`config.mk`:
```
export PLATFORM = sky130hd
export DESIGN_NAME = mdrm_core
export DESIGN_NICKNAME = d
export VERILOG_FILES = /design/src/rtl/mdrm_pkg.sv /design/src/rtl/mdrm_core.sv
export SDC_FILE = /design/constraint.sdc
export NUM_CORES = 1
export LEC_CHECK = 0
export BUFFER_PORTS_ARGS = -buffer_cell sky130_fd_sc_hd__buf_4
export CELL_PAD_IN_SITES_DETAIL_PLACEMENT = 0
export CELL_PAD_IN_SITES_GLOBAL_PLACEMENT = 1
export CORE_MARGIN = 3
export CORE_UTILIZATION = 35
export DETAILED_ROUTE_END_ITERATION = 8
export PLACE_DENSITY_LB_ADDON = 0.1
export SYNTH_ARGS = -nofsm -noshare
export SYNTH_HDL_FRONTEND = slang
export SYNTH_SLANG_ARGS = --single-unit
```
`constraint.sdc`:
```
create_clock -name i_clock -period 6.5 [get_ports i_clock]
set_clock_uncertainty 0.1 [all_clocks]
set_input_delay 0.325 -clock i_clock [delete_from_list [all_inputs] [get_ports i_clock]]
set_output_delay 0.325 -clock i_clock [all_outputs]
set_load 0.01 [all_outputs]
```
`src/rtl/mdrm_pkg.sv`:
```
// Package of constants and carriers for the media defect recovery manager.
package mdrm_pkg;
    // Register byte offsets on the APB slave.
    localparam logic [7:0] MDRM_CTRL_OFS = 8'h00;
    localparam logic [7:0] MDRM_RETRY_OFS = 8'h04;
    localparam logic [7:0] MDRM_TLIM_OFS = 8'h08;
    localparam logic [7:0] MDRM_STAT_OFS = 8'h0C;
    localparam logic [7:0] MDRM_LIST_OFS = 8'h10;
    // Control field positions and reset values.
    localparam int MDRM_CTRL_RARE_BIT = 0;
    localparam int MDRM_CTRL_WARE_BIT = 1;
    localparam int MDRM_CTRL_CONT_BIT = 2;
    localparam int MDRM_CTRL_PRES_BIT = 3;
    localparam logic [3:0] MDRM_CTRL_RST = 4'hB;
    // Retry count fields and their defaults.
    localparam int MDRM_RD_CNT_LSB = 0;
    localparam int MDRM_WR_CNT_LSB = 8;
    localparam logic [3:0] MDRM_RD_CNT_RST = 4'hC;
    localparam logic [2:0] MDRM_WR_CNT_RST = 3'h5;
    localparam logic [3:0] MDRM_RD_LVL_MAX = 4'hC;
    localparam logic [15:0] MDRM_TLIM_RST = 16'hFFFF;
    // Clock and time base.
    localparam int MDRM_CLK_NS = 5;
    localparam int MDRM_MS_NS = 1000000;
    localparam int MDRM_MS_CYC = MDRM_MS_NS / MDRM_CLK_NS;
    // Idle-time scan timing in milliseconds.
    localparam logic [9:0] MDRM_FIRST_IDLE_MS = 10'd5;
    localparam logic [9:0] MDRM_LATER_IDLE_MS = 10'd500;
    localparam logic [9:0] MDRM_BURST_MS = 10'd800;
    localparam logic [9:0] MDRM_SUSP_MS = 10'd100;
    localparam logic [9:0] MDRM_RESUME_MS = 10'd1;
    localparam int MDRM_POH_HOURS = 24;
    localparam int MDRM_POH_MS = MDRM_POH_HOURS * 3600 * 1000;
    // Per-block cumulative recovery caps in hundredths of a millisecond.
    localparam logic [17:0] MDRM_RD_CAP [13] = '{18'd10829, 18'd12495, 18'd42483,
        18'd45815, 18'd48314, 18'd59016, 18'd64492, 18'd71156, 18'd89854,
        18'd104949, 18'd111613, 18'd117444, 18'd231147};
    localparam logic [17:0] MDRM_WR_CAP [6] = '{18'd2394, 18'd3591, 18'd5586,
        18'd6783, 18'd11979, 18'd14772};
    localparam logic [6:0] MDRM_CENTI = 7'd100;
    // Recovery and scan state encodings.
    typedef enum logic [2:0] {R_IDLE = 3'b001, R_RUN = 3'b010, R_REAL = 3'b100} mdrm_rec_e;
    typedef enum logic [4:0] {S_WAIT = 5'b00001, S_SCAN = 5'b00010, S_SUSP = 5'b00100,
        S_DRAIN = 5'b01000, S_RESUME = 5'b10000} mdrm_scan_e;
    // Host command events.
    typedef struct packed {
        logic cmd_start;
        logic cmd_done;
        logic is_write;
        logic dest_verified;
        logic dar_hit;
    } mdrm_host_s;
    // Media recovery events.
    typedef struct packed {
        logic rec_start;
        logic rec_write;
        logic step_done;
        logic rec_ok;
        logic realloc_done;
        logic verify_fail;
    } mdrm_rec_s;
    // Background scan and idle verify events.
    typedef struct packed {
        logic pass_done;
        logic site_err;
        logic recov_busy;
        logic idle_verify_after_write_mismatch;
    } mdrm_scan_s;
endpackage

```
`src/rtl/mdrm_core.sv`:
```
// Defect and error recovery manager with idle-time scan control and APB registers.
//
// How it works
// - Twelve read levels, five write levels, stepwise.
// - Highest level capped by retry count.
// - Command recovery time bounded by limit register.
// - Per-block time bounded by retry count.
// - Read count maps to rising time cap.
// - Write count maps to rising time cap.
// - Reallocate only if enabled, not continuous, unexpired.
// - Reallocation time excluded from block and command timers.
// - Continuous flag blocks reallocation and error reports.
// - Limit hit unrecovered gives check condition.
// - Scan while idle, first after 5ms, later 500ms.
// - Scan bursts 800ms then 100ms pause.
// - Host command stops scan; scan recovery finishes.
// - Only first interrupting command delayed 1ms.
// - Scan sites logged or reallocated per enables.
// - Unverified-target writes become write-verify early.
// - Early-life scan starts at once when idle.
// - Early-life mode ends at the first completed scan pass or after 24 power-on hours.
// - Unreadable sites deferred; next write rewrites, verifies.
// - No enables: deferred write reports failing-location sense.
// - Idle reread of recent writes; mismatch rewrites.
// - Primary list fixed; grown list counts reallocations.
`timescale 1ns/1ps
module mdrm_core #(
    parameter int MS_CYC = mdrm_pkg::MDRM_MS_CYC,
    parameter int POH_LIMIT_MS = mdrm_pkg::MDRM_POH_MS,
    parameter logic [15:0] PLIST_CNT = 16'h0000
) (
    // Clock and reset.
    input wire logic i_clock,
    input wire logic i_rst_b,
    // APB slave.
    input wire logic i_psel,
    input wire logic i_penable,
    input wire logic i_pwrite,
    input wire logic [7:0] i_paddr,
    input wire logic [31:0] i_pwdata,
    output logic o_pready,
    output logic o_pslverr,
    output logic [31:0] o_prdata,
    // Event inputs from firmware and channel logic.
    input wire mdrm_pkg::mdrm_host_s i_host,
    input wire mdrm_pkg::mdrm_rec_s i_rec,
    input wire mdrm_pkg::mdrm_scan_s i_scan,
    // Recovery outputs.
    output logic [3:0] o_level,
    output logic o_retry_go,
    output logic o_check_cond,
    output logic o_realloc_req,
    output logic o_dar_mark,
    output logic o_glist_add,
    // Write path outputs.
    output logic o_write_verify,
    output logic o_rewrite_req,
    output logic o_remap_req,
    output logic o_dar_sense,
    // Idle activity outputs.
    output logic o_scan_read,
    output logic o_scan_log,
    output logic o_host_hold,
    output logic o_idle_verify_after_write_en
);
    import mdrm_pkg::*;

    // Software settings.
    logic [3:0] ctrl_q;
    logic [3:0] rd_cnt_q;
    logic [2:0] wr_cnt_q;
    logic [15:0] tlim_q;
    logic [15:0] glist_q;
    // Time base and timers.
    logic [31:0] tick_cnt_q;
    logic ms_tick_q;
    logic [17:0] blk_ms_q;
    logic [15:0] cmd_ms_q;
    logic [9:0] phase_ms_q;
    logic [9:0] idle_ms_q;
    logic [31:0] poh_ms_q;
    // Recovery and scan state.
    mdrm_rec_e rec_q;
    mdrm_scan_e scan_q;
    logic rec_wr_q;
    logic [7:0] outst_q;
    logic first_done_q;
    logic pres_act_q;

    // Aliases of control bits.
    logic rare;
    logic ware;
    logic cont;
    assign rare = ctrl_q[MDRM_CTRL_RARE_BIT];
    assign ware = ctrl_q[MDRM_CTRL_WARE_BIT];
    assign cont = ctrl_q[MDRM_CTRL_CONT_BIT];

    // Decode of the APB access.
    logic setup;
    logic wr_acc;
    logic hit;
    assign setup = i_psel & ~i_penable;
    assign wr_acc = i_psel & i_penable & i_pwrite & o_pready;
    assign hit = (i_paddr == MDRM_CTRL_OFS) | (i_paddr == MDRM_RETRY_OFS) |
        (i_paddr == MDRM_TLIM_OFS) | (i_paddr == MDRM_STAT_OFS) |
        (i_paddr == MDRM_LIST_OFS);

    // Level cap and block time cap chosen from the retry settings.
    logic [3:0] rd_sel;
    logic [3:0] lvl_cap;
    logic [17:0] time_cap;
    logic [24:0] blk_centi;
    logic cmd_expired;
    logic rec_fail;
    logic rec_rlc_ok;
    assign rd_sel = (rd_cnt_q > MDRM_RD_LVL_MAX) ? MDRM_RD_LVL_MAX : rd_cnt_q;
    assign lvl_cap = rec_wr_q ? {1'b0, wr_cnt_q} : rd_sel;
    assign time_cap = rec_wr_q ? MDRM_WR_CAP[wr_cnt_q > 3'd5 ? 3'd5 : wr_cnt_q]
        : MDRM_RD_CAP[rd_sel];
    assign blk_centi = blk_ms_q * MDRM_CENTI;
    assign cmd_expired = cmd_ms_q >= tlim_q;
    assign rec_fail = (o_level > lvl_cap) | (blk_centi >= {7'd0, time_cap}) |
        cmd_expired;
    assign rec_rlc_ok = (rec_wr_q ? ware : rare) & ~cont & ~cmd_expired;

    // Idle means nothing outstanding from the host.
    logic idle;
    logic [9:0] idle_thr;
    assign idle = (outst_q == 8'h00);
    // Early life skips the delay so the first pass ends soon.
    assign idle_thr = pres_act_q ? 10'd0 : (first_done_q ? MDRM_LATER_IDLE_MS
        : MDRM_FIRST_IDLE_MS);

    // APB response; zero wait states, error on unmapped offsets.
    always_ff @(posedge i_clock or negedge i_rst_b)
    begin
        if (!i_rst_b)
        begin
            o_pready <= 1'b0;
            o_pslverr <= 1'b0;
            o_prdata <= 32'h0000_0000;
        end
        else
        begin
            // Ready rises for the access phase right after setup.
            o_pready <= setup;
            o_pslverr <= setup & ~hit;
            if (setup & ~i_pwrite)
            begin
                unique case (i_paddr)
                    MDRM_CTRL_OFS: o_prdata <= {28'h0000000, ctrl_q};
                    MDRM_RETRY_OFS: o_prdata <= {21'h000000, wr_cnt_q, 4'h0, rd_cnt_q};
                    MDRM_TLIM_OFS: o_prdata <= {16'h0000, tlim_q};
                    MDRM_STAT_OFS: o_prdata <= {cmd_ms_q, 11'h000, o_scan_read,
                        rec_q == R_RUN, first_done_q, pres_act_q, o_host_hold};
                    MDRM_LIST_OFS: o_prdata <= {PLIST_CNT, glist_q};
                    default: o_prdata <= 32'h0000_0000;
                endcase
            end
        end
    end

    // Writable settings; reads of status carry no side effects.
    always_ff @(posedge i_clock or negedge i_rst_b)
    begin
        if (!i_rst_b)
        begin
            ctrl_q <= MDRM_CTRL_RST;
            rd_cnt_q <= MDRM_RD_CNT_RST;
            wr_cnt_q <= MDRM_WR_CNT_RST;
            tlim_q <= MDRM_TLIM_RST;
        end
        else if (wr_acc)
        begin
            if (i_paddr == MDRM_CTRL_OFS)
            begin
                ctrl_q <= i_pwdata[3:0];
            end
            if (i_paddr == MDRM_RETRY_OFS)
            begin
                rd_cnt_q <= i_pwdata[MDRM_RD_CNT_LSB +: 4];
                wr_cnt_q <= i_pwdata[MDRM_WR_CNT_LSB +: 3];
            end
            if (i_paddr == MDRM_TLIM_OFS)
            begin
                tlim_q <= i_pwdata[15:0];
            end
        end
    end

    // Millisecond time base from the 200 MHz clock.
    always_ff @(posedge i_clock or negedge i_rst_b)
    begin
        if (!i_rst_b)
        begin
            tick_cnt_q <= 32'h0000_0000;
            ms_tick_q <= 1'b0;
        end
        else
        begin
            ms_tick_q <= (tick_cnt_q == 32'(MS_CYC - 1));
            tick_cnt_q <= (tick_cnt_q == 32'(MS_CYC - 1)) ? 32'h0000_0000
                : tick_cnt_q + 32'h0000_0001;
        end
    end

    // Count of outstanding host commands.
    always_ff @(posedge i_clock or negedge i_rst_b)
    begin
        if (!i_rst_b)
        begin
            outst_q <= 8'h00;
        end
        else if (i_host.cmd_start & ~i_host.cmd_done)
        begin
            outst_q <= outst_q + 8'h01;
        end
        else if (i_host.cmd_done & ~i_host.cmd_start & (outst_q != 8'h00))
        begin
            outst_q <= outst_q - 8'h01;
        end
    end

    // Block and command recovery timers; both freeze while reallocating.
    always_ff @(posedge i_clock or negedge i_rst_b)
    begin
        if (!i_rst_b)
        begin
            blk_ms_q <= 18'h00000;
            cmd_ms_q <= 16'h0000;
        end
        else
        begin
            // A new command restarts the whole-command budget.
            if (i_host.cmd_start)
            begin
                cmd_ms_q <= 16'h0000;
            end
            else if (ms_tick_q & (rec_q == R_RUN) & (cmd_ms_q != 16'hFFFF))
            begin
                cmd_ms_q <= cmd_ms_q + 16'h0001;
            end
            if (i_rec.rec_start & (rec_q == R_IDLE))
            begin
                blk_ms_q <= 18'h00000;
            end
            else if (ms_tick_q & (rec_q == R_RUN) & (blk_ms_q != 18'h3FFFF))
            begin
                blk_ms_q <= blk_ms_q + 18'h00001;
            end
        end
    end

    // Per-block recovery sequence.
    always_ff @(posedge i_clock or negedge i_rst_b)
    begin
        if (!i_rst_b)
        begin
            rec_q <= R_IDLE;
            rec_wr_q <= 1'b0;
            o_level <= 4'h0;
            o_retry_go <= 1'b0;
            o_check_cond <= 1'b0;
            o_dar_mark <= 1'b0;
            o_glist_add <= 1'b0;
        end
        else
        begin
            o_check_cond <= 1'b0;
            o_dar_mark <= 1'b0;
            o_glist_add <= i_rec.realloc_done;
            unique case (rec_q)
                R_IDLE:
                begin
                    o_retry_go <= 1'b0;
                    if (i_rec.rec_start)
                    begin
                        rec_q <= R_RUN;
                        rec_wr_q <= i_rec.rec_write;
                        o_level <= 4'h0;
                        o_retry_go <= 1'b1;
                    end
                end
                R_RUN:
                begin
                    if (i_rec.rec_ok)
                    begin
                        // Recovered; move the block only when allowed.
                        o_retry_go <= 1'b0;
                        rec_q <= rec_rlc_ok ? R_REAL : R_IDLE;
                    end
                    else if (rec_fail)
                    begin
                        // Continuous mode hides the unrecovered result.
                        o_retry_go <= 1'b0;
                        o_check_cond <= ~cont;
                        o_dar_mark <= ~rec_wr_q;
                        rec_q <= R_IDLE;
                    end
                    else if (i_rec.step_done)
                    begin
                        o_level <= o_level + 4'h1;
                    end
                end
                R_REAL:
                begin
                    if (i_rec.realloc_done)
                    begin
                        rec_q <= R_IDLE;
                    end
                end
                default:
                begin
                    rec_q <= R_IDLE;
                end
            endcase
        end
    end

    // Grown defect count; the primary count is a fixed parameter.
    always_ff @(posedge i_clock or negedge i_rst_b)
    begin
        if (!i_rst_b)
        begin
            glist_q <= 16'h0000;
        end
        else if (i_rec.realloc_done & (glist_q != 16'hFFFF))
        begin
            glist_q <= glist_q + 16'h0001;
        end
    end

    // Reallocation and rewrite requests from all sources.
    always_ff @(posedge i_clock or negedge i_rst_b)
    begin
        if (!i_rst_b)
        begin
            o_realloc_req <= 1'b0;
            o_scan_log <= 1'b0;
            o_rewrite_req <= 1'b0;
            o_remap_req <= 1'b0;
            o_dar_sense <= 1'b0;
        end
        else
        begin
            o_realloc_req <= ((rec_q == R_RUN) & i_rec.rec_ok & rec_rlc_ok) |
                (i_scan.site_err & rare & ~cont);
            o_scan_log <= i_scan.site_err & ~(rare & ~cont);
            // A deferred site is rewritten in place, or flagged without enables.
            o_rewrite_req <= (i_host.cmd_start & i_host.is_write & i_host.dar_hit &
                (rare | ware)) | i_scan.idle_verify_after_write_mismatch;
            o_dar_sense <= i_host.cmd_start & i_host.is_write & i_host.dar_hit &
                ~rare & ~ware;
            o_remap_req <= i_rec.verify_fail;
        end
    end

    // Early-life write verify conversion and its power-on expiry.
    always_ff @(posedge i_clock or negedge i_rst_b)
    begin
        if (!i_rst_b)
        begin
            poh_ms_q <= 32'h0000_0000;
            pres_act_q <= 1'b1;
            o_write_verify <= 1'b0;
        end
        else
        begin
            if (ms_tick_q & (poh_ms_q != 32'(POH_LIMIT_MS)))
            begin
                poh_ms_q <= poh_ms_q + 32'h0000_0001;
            end
            // Once off it stays off: full write speed is the goal.
            if (~ctrl_q[MDRM_CTRL_PRES_BIT] | first_done_q |
                (poh_ms_q == 32'(POH_LIMIT_MS)))
            begin
                pres_act_q <= 1'b0;
            end
            o_write_verify <= i_host.cmd_start & i_host.is_write & pres_act_q &
                ~i_host.dest_verified;
        end
    end

    // Idle delay counter; every host command restarts it.
    always_ff @(posedge i_clock or negedge i_rst_b)
    begin
        if (!i_rst_b)
        begin
            idle_ms_q <= 10'h000;
        end
        else if (i_host.cmd_start | ~idle | (scan_q != S_WAIT))
        begin
            idle_ms_q <= 10'h000;
        end
        else if (ms_tick_q & (idle_ms_q != 10'h3FF))
        begin
            idle_ms_q <= idle_ms_q + 10'h001;
        end
    end

    // Background scan sequencer.
    always_ff @(posedge i_clock or negedge i_rst_b)
    begin
        if (!i_rst_b)
        begin
            scan_q <= S_WAIT;
            phase_ms_q <= 10'h000;
            first_done_q <= 1'b0;
        end
        else
        begin
            if (ms_tick_q)
            begin
                phase_ms_q <= phase_ms_q + 10'h001;
            end
            unique case (scan_q)
                S_WAIT:
                begin
                    if (idle & ~i_host.cmd_start & (idle_ms_q >= idle_thr))
                    begin
                        scan_q <= S_SCAN;
                        phase_ms_q <= 10'h000;
                    end
                end
                S_SCAN:
                begin
                    phase_ms_q <= ms_tick_q ? phase_ms_q + 10'h001 : phase_ms_q;
                    if (i_host.cmd_start)
                    begin
                        // Reads stop now; own recovery must drain first.
                        scan_q <= i_scan.recov_busy ? S_DRAIN : S_RESUME;
                        phase_ms_q <= 10'h000;
                    end
                    else if (i_scan.pass_done)
                    begin
                        first_done_q <= 1'b1;
                        scan_q <= S_WAIT;
                    end
                    else if (phase_ms_q >= MDRM_BURST_MS)
                    begin
                        scan_q <= S_SUSP;
                        phase_ms_q <= 10'h000;
                    end
                end
                S_SUSP:
                begin
                    if (i_host.cmd_start)
                    begin
                        scan_q <= S_WAIT;
                    end
                    else if (phase_ms_q >= MDRM_SUSP_MS)
                    begin
                        scan_q <= S_SCAN;
                        phase_ms_q <= 10'h000;
                    end
                end
                S_DRAIN:
                begin
                    phase_ms_q <= 10'h000;
                    if (~i_scan.recov_busy)
                    begin
                        scan_q <= S_RESUME;
                    end
                end
                S_RESUME:
                begin
                    // Only this one command waits; later ones find the scan parked.
                    if (phase_ms_q >= MDRM_RESUME_MS)
                    begin
                        scan_q <= S_WAIT;
                    end
                end
                default:
                begin
                    scan_q <= S_WAIT;
                end
            endcase
        end
    end

    // Idle activity flags seen by the media side.
    always_ff @(posedge i_clock or negedge i_rst_b)
    begin
        if (!i_rst_b)
        begin
            o_scan_read <= 1'b0;
            o_host_hold <= 1'b0;
            o_idle_verify_after_write_en <= 1'b0;
        end
        else
        begin
            o_scan_read <= (scan_q == S_SCAN) & ~i_host.cmd_start;
            o_host_hold <= (scan_q == S_DRAIN) | (scan_q == S_RESUME);
            // Reread of recent writes uses idle time the scan leaves free.
            o_idle_verify_after_write_en <= idle & ~i_host.cmd_start & (scan_q != S_SCAN);
        end
    end
endmodule

```
## Word-level counts from Yosys, hierarchy flattened

Memory sizes are Yosys's and may differ from the RTL's.
Cells that the tools add are included.

- Equality and inequality tests: 32
- Muxes and demuxes: 60
- Bitwise gates (word level): 65
- Reduce and logical (&&, ||, !) cells: 17
- Magnitude comparators: 11
- Multipliers: 1
- Add/subtract/negate cells: 10

Operators with widths:

| operator | count |
|---|---|
| $pmux W32 S5 | 1 |
| $mux W18 | 7 |
| $mux W10 | 9 |
| $add A32 B1 Y32 const B | 2 |
| $mux W5 | 9 |
| $pmux W10 S4 | 1 |
| $and A1 B1 Y1 | 35 |
| $add A16 B1 Y16 const B | 2 |
| $eq A32 B18 Y1 const B | 1 |
| $eq A32 B27 Y1 const B | 1 |
| $mux W16 | 2 |
| $mux W32 | 1 |
| $ne A16 B16 Y1 const B | 2 |
| $ne A32 B27 Y1 const B | 1 |
| $ge A25 B18 Y1 | 1 |
| $pmux W5 S5 | 1 |
| $mux W4 | 6 |
| $mul A18 B5 Y23 const B | 1 |
| $add A10 B1 Y10 const B | 2 |
| $add A18 B1 Y18 const B | 1 |
| $mux W3 | 6 |
| $mux W9 | 2 |
| $ne A18 B18 Y1 const B | 1 |
| $eq A8 B4 Y1 const B | 2 |
| other kinds (44) | 99 |

- Logic and storage cells: 233
- Output and inout port bits: 51
- Bits in read-only memories: 432
- Input bits: 60
- Register bits after elaboration: 232
- Memories: 2

Memories:

| name | depth | bits a word | read ports | clocked after Yosys merged registers in | write ports | line | RTL |
|---|---|---|---|---|---|---|---|
| (no name shown) | 16 | 18 | 1 | 0 | 0 | mdrm_core.sv:119 | `: MDRM_RD_CAP[rd_sel];` |
| (no name shown) | 8 | 18 | 1 | 0 | 0 | mdrm_core.sv:118 | `assign time_cap = rec_wr_q ? MDRM_WR_CAP[wr_cnt_q > 3'd5 ? 3'd5 : wr_cnt_q]` |

## Logic depth before layout (Yosys ltp)

- Word-level depth: 13
- Depth in mapped cells: 22

## Worst setup path before layout

No wires, ideal clock.

- Path type: register to register
- Start point: register blk_ms_q[3]
- End point: register o_retry_go
- Period minus slack after synthesis: 4.921 ns
- Buffers on the path: 0
- Arrival time: 4.731 ns
- Slack: 1.579 ns
- Stages on the path, launching flop included: 23
- Cells stage by stage: dfrtp_1 > ha_1 > ha_1 > inv_1 > fa_1 > inv_1 > ha_1 > o211ai_1 > a21oi_1 > nor2_1 > o21ai_0 > a21o_1 > a21oi_1 > xnor2_1 > ha_1 > nand4_1 > nor4_1 > a211oi_1 > and4b_1 > nand4_1 > nor3_4 > or4b_1 > o221ai_1

- Cells in the longest elaborated chain, start to end: 6

RTL lines:

| item | line | RTL |
|---|---|---|
| start: declaration | mdrm_core.sv:77 | `logic [17:0] blk_ms_q;` |
| start signal: assignment | mdrm_core.sv:249 | `blk_ms_q <= blk_ms_q + 18'h00001;` |
| $mul A18 B5 Y23 | mdrm_core.sv:120 | `assign blk_centi = blk_ms_q * MDRM_CENTI;` |
| $ge A25 B18 Y1 | mdrm_core.sv:122 | `assign rec_fail = (o_level > lvl_cap) \| (blk_centi >= {7'd0, time_cap}) \|` |
| $or A1 B1 Y1 (2 in series) | mdrm_core.sv:122 |  |
| $ne A3 B3 Y1 (no source line) | - |  |
| $reduce_and A2 Y1 (no source line) | - |  |
| end signal: assignment | mdrm_core.sv:262 | `o_retry_go <= 1'b0;` |
| end signal: assignment | mdrm_core.sv:275 | `o_retry_go <= 1'b0;` |
| end signal: assignment | mdrm_core.sv:281 | `o_retry_go <= 1'b1;` |
| end: declaration | mdrm_core.sv:50 | `output logic o_retry_go,` |

Every way passes these cells.
A chain may end at the register's enable or synchronous reset.

## Final worst setup path

- Start point: register blk_ms_q[0]
- End point: register o_retry_go

Same word-level chain as after synthesis.

==> results by stage <==
Run status:
- The run finished with clean final reports.

Placed design:
- The placed cell count is 2052.
- The count of buffers added on input and output ports is 94.
- The placement-stage worst setup slack is 0.934 ns.
- The sum of net half-perimeters after detailed placement is 25700 um.
- Routability-driven placement finished with a final weighted congestion of 0.783.

Power:
- The power per cell area is 236 nW/um^2.
- The peak supply drop is 0.191 mV.
- Power comes to 3.97 mW.
- Net switching is 28.2% of the power.
- In this run the power spent charging and discharging nets is 1.12 mW.
- In this run, flip-flops and latches consume 41.7% of the power.
- The clock network burns 43.8% of the power.
- The leakage power summed over all cells is 8.12 nW.
- Cell internal power was estimated by the tool at 2.85 mW.
- Combinational cells account for 14.5% of the total power.

Setup path:
- Broken down by cell family, the worst path's largest delay share belongs to simple AND/OR/NAND/NOR gates.
- The classification of the worst setup path is reg -> reg.
- Along the worst path, the maximum fanout reaches 7.
- The dominant cell type by count on the critical path is sky130_fd_sc_hd__ha_1.
- The critical path goes through ha_1 > ha_1 > ha_1 > inv_1 > fa_1 > nand2b_1 > a21oi_1 > nor2_1 > o21ai_0 > a21o_1 > a21oi_1 > xnor2_1 > ha_1 > nand4_1 > nor4_1 > a211oi_1 > and4b_1 > nand4_1 > nor3_4 > or4b_1 > o221ai_1.
- The slowest cell on the critical path is sky130_fd_sc_hd__dfrtp_1.
- The worst path buffer plus inverter count is 1.
- STA classifies the critical path startpoint as a flop.
- STA classifies the critical path endpoint as a flop.
- In this design, the stage delay of the slowest critical-path cell is 0.51 ns.
- The data arrival time of the worst path is 6.02 ns.
- The required time of the worst setup path is 6.90 ns.

Layout:
- The library cell used most frequently in the layout, excluding fill and tap cells, is sky130_fd_sc_hd__dfrtp_1.
- The net count of the finished layout is 1802.
- From synthesis to final layout, the design area changed by 18.8%.
- The count of placed standard cells in the final layout, fillers left out is 2140.
- The layout cell share with drive strength beyond 1 is 13.3%.
- The antenna diode count is 0.
- In the layout the commonest cells are sky130_fd_sc_hd__dfrtp_1 (206), sky130_fd_sc_hd__nor2_1 (155), sky130_fd_sc_hd__ha_1 (130), sky130_fd_sc_hd__nand2_1 (129), sky130_fd_sc_hd__inv_1 (101).
- The number of filler instances in the final layout is 3973.

Route:
- In the final routing, the length of wire on met1 measures 17500 um.
- The via count is 10800.
- The highest metal layer with signal wires is met5.
- The routed design uses 1330 um of met3 wire.
- After the first detailed-routing iteration, the DRC count stood at 523.
- Using the TritonRoute via totals, the vias-per-cell ratio works out to 5.03.
- For this block, the routed nets add up to 35200 um of wire.
- The routed length on met2 is 15500 um.
- In the routed design, unresolved DRC markers number 0.
- The first-pass iteration count of the detailed router is 5.
- The post-detailed-route wirelength per cell is 16.4 um.
- The remaining antenna violation count after routing is 0.

Logic synthesis:
- Averaged over all synthesized cells, the footprint is 9.59 um^2.
- The synthesized flop and latch total is 232.
- In the synthesized netlist the dominant register cell turns out to be sky130_fd_sc_hd__dfrtp_1.
- The synthesized netlist contains 67 unique library cells.
- The number of synthesis warnings is 0.
- The number of nets in the synthesized netlist is 1676.
- Summing the sequential cell areas from Yosys gives 41.4% of the chip area.
- Summing every instance area after synthesis gives 14100 um^2.
- Counting flops with an async set or reset pin after synthesis yields a share of 100%.
- Synthesis handed over a netlist of 1472 instances.
- The synthesized design contains 0 enable-type register cells.

Global route:
- The overall routing resource usage is 16.7%.
- Entering global routing, the biggest net connects 154 pins.
- The remaining global-route overflow is 0.
- The first-pass GRT wire length is 57800 um.
- The number of antenna violations at the first check in global routing is 1.
- The via count of the first global-routing pass came to 10800.

Timing:
- The relative slew slack is 26.1%.
- The max-slew violation total from the final report is 0.
- The worst setup slack after layout is 0.881 ns.
- The routed design could run at a clock period as short as 5.62 ns.
- Setup repair after global routing left no endpoint under its margin.
- The number of hold violations in the final report came to 0.
- Summed over all failing endpoints, the final setup total negative slack is 0 ns.
- The worst hold margin is 0.0307 ns.
- The share of the clock period used by the worst path is 86.5%.
- At the pin with the least slew margin, the transition time is 1.11 ns.
- The achievable frequency is 178 MHz.
- Setup violations remaining at the end of the flow were counted as 0.

Clock network:
- The number of gates resized after CTS is 0.
- The depth of the CTS H-tree is 1.
- The number of hold buffers added after CTS is 32.
- Buffers added to address setup during post-CTS repair amount to 0.
- In this run, CTS created clock tree buffers numbering 30.
- The clock transition at the register clock pins on the worst setup and hold paths after CTS is 0.06 ns.
- The clock latency on the worst-skew pair is 0.59 ns.
- CTS placed an instance of sky130_fd_sc_hd__clkbuf_16 at the clock tree root.
- CTS saw 232 sinks.
- The clock passes through at most 3 buffers.
- TritonCTS built the clock tree.

Die:
- The initial utilization of the core area, before any placement, comes to 35.9%.
- After floorplanning, the core was sized to cover 39300 um^2.
- The floorplan die area is 42800 um^2.
- Pin placement for this block handled 111 I/O pins.
- The placement row count is 72.
- The die is 207 um wide.
- In this run the vertical extent of the chip is 207 um.

Worst hold path:
- In this run the worst hold path is classified as in -> reg.

Run:
- The reported max-cap violation count is 0.
## per-layer routing
metal,global-route usage [%],vias up
li1,-,5394
met1,24.6,5161
met2,26.1,149
met3,2.38,55
met4,4.12,2
met5,0,-
## power by group through the flow
| stage | clock [mW] | sequential [mW] | combinational, mW |
|---|---|---|---|
| 2_1_floorplan | 0 | 1.63 | 0.400 |
| 3_3_place_gp | 0 | 1.68 | 0.566 |
| 3_5_place_dp | 0 | 1.68 | 0.574 |
| 4_1_cts | 1.80 | 1.65 | 0.591 |
| 5_1_grt | 1.86 | 1.67 | 0.664 |
| 6_report | 1.74 | 1.65 | 0.575 |
## logic make-up after synthesis
group | Yosys count | share of synthesized area (%)
AO/OA/AOI/OAI | 242 | 11.2
multiplexers | 33 | 2.52
flip-flops | 232 | 41.4
XOR/XNOR | 142 | 8.81
AND/OR/NAND/NOR | 538 | 18.8
adder cells (fa/ha/maj) | 144 | 13.5
buffers and inverters | 141 | 3.80
## cell type report
cell class / instances / area (um^2) / area share [%]
inverter: 101 / 379 / 2.26
clock buffer: 42 / 896 / 5.34
clock inverter: 14 / 166 / 0.992
tap: 518 / 648 / 3.87
multi-input combinational: 1099 / 7730 / 46.1
timing repair buffer: 134 / 1110 / 6.60
sequential: 232 / 5840 / 34.8
## path summary, 6_finish.rpt
kind	slack, ns	depth (start not counted)	endpoint	startpoint
min	0.03	3	o_pready	i_psel
min in group asynchronous	0.20	2	blk_ms_q[5]	i_rst_b
min reg2reg	0.37	1	tick_cnt_q[31]	tick_cnt_q[31]
max reg2reg	0.88	21	o_retry_go	blk_ms_q[0]
max	0.88	21	o_retry_go	blk_ms_q[0]
max in group asynchronous	4.82	3	rd_cnt_q[1]	i_rst_b
## per-stage QoR
step,utilization [%],instance area [um^2]
after global placement,39.2,15400
after global routing,42.7,16800
after floorplan,-,14100
after detailed placement,39.2,15400
final,42.7,16800
after CTS,42.7,16800
## synthesized netlist by cell type (all sizes together) (13+ instances only)
cell    count  area share [%]
dfstp      26             4.8
o21ai      70             2.5
nand3      63             2.2
ha        130              12
and3       21            0.93
a21o       15            0.80
nor2      155             4.1
mux2       20             1.6
dfrtp     206              37
nand2b     21            0.93
nand2     129             3.4
nor3       22            0.86
inv       101             2.7
nand4      38             1.7
nor4       18            0.90
a221oi     13            0.81
xor2       56             3.5
xnor2      86             5.3
mux2i      13            0.92
nor2b      18            0.80
a22o       16            0.99
fa         14             2.0
a21oi      64             2.3
clkbuf     37            0.98
## worst reg2reg max path, delay by kind of cell, from the launching register on
family | cells | cell delay [ns]
AND/OR/NAND/NOR | 8 | 1.80
adder cells (fa/ha/maj) | 5 | 1.75
XOR/XNOR | 1 | 0.15
buffers and inverters | 1 | 0.06
flip-flops | 1 | 0.51
AO/OA/AOI/OAI | 6 | 1.17
## flip-flops by register name, indices dropped and copies added, names as in the netlist, 16 cells and up
signal and flops:
tick_cnt_q 32, cmd_ms_q 16, tlim_q 16, glist_q 16
o_prdata 32, poh_ms_q 32, blk_ms_q 18
(Power assumes the default switching activity.)
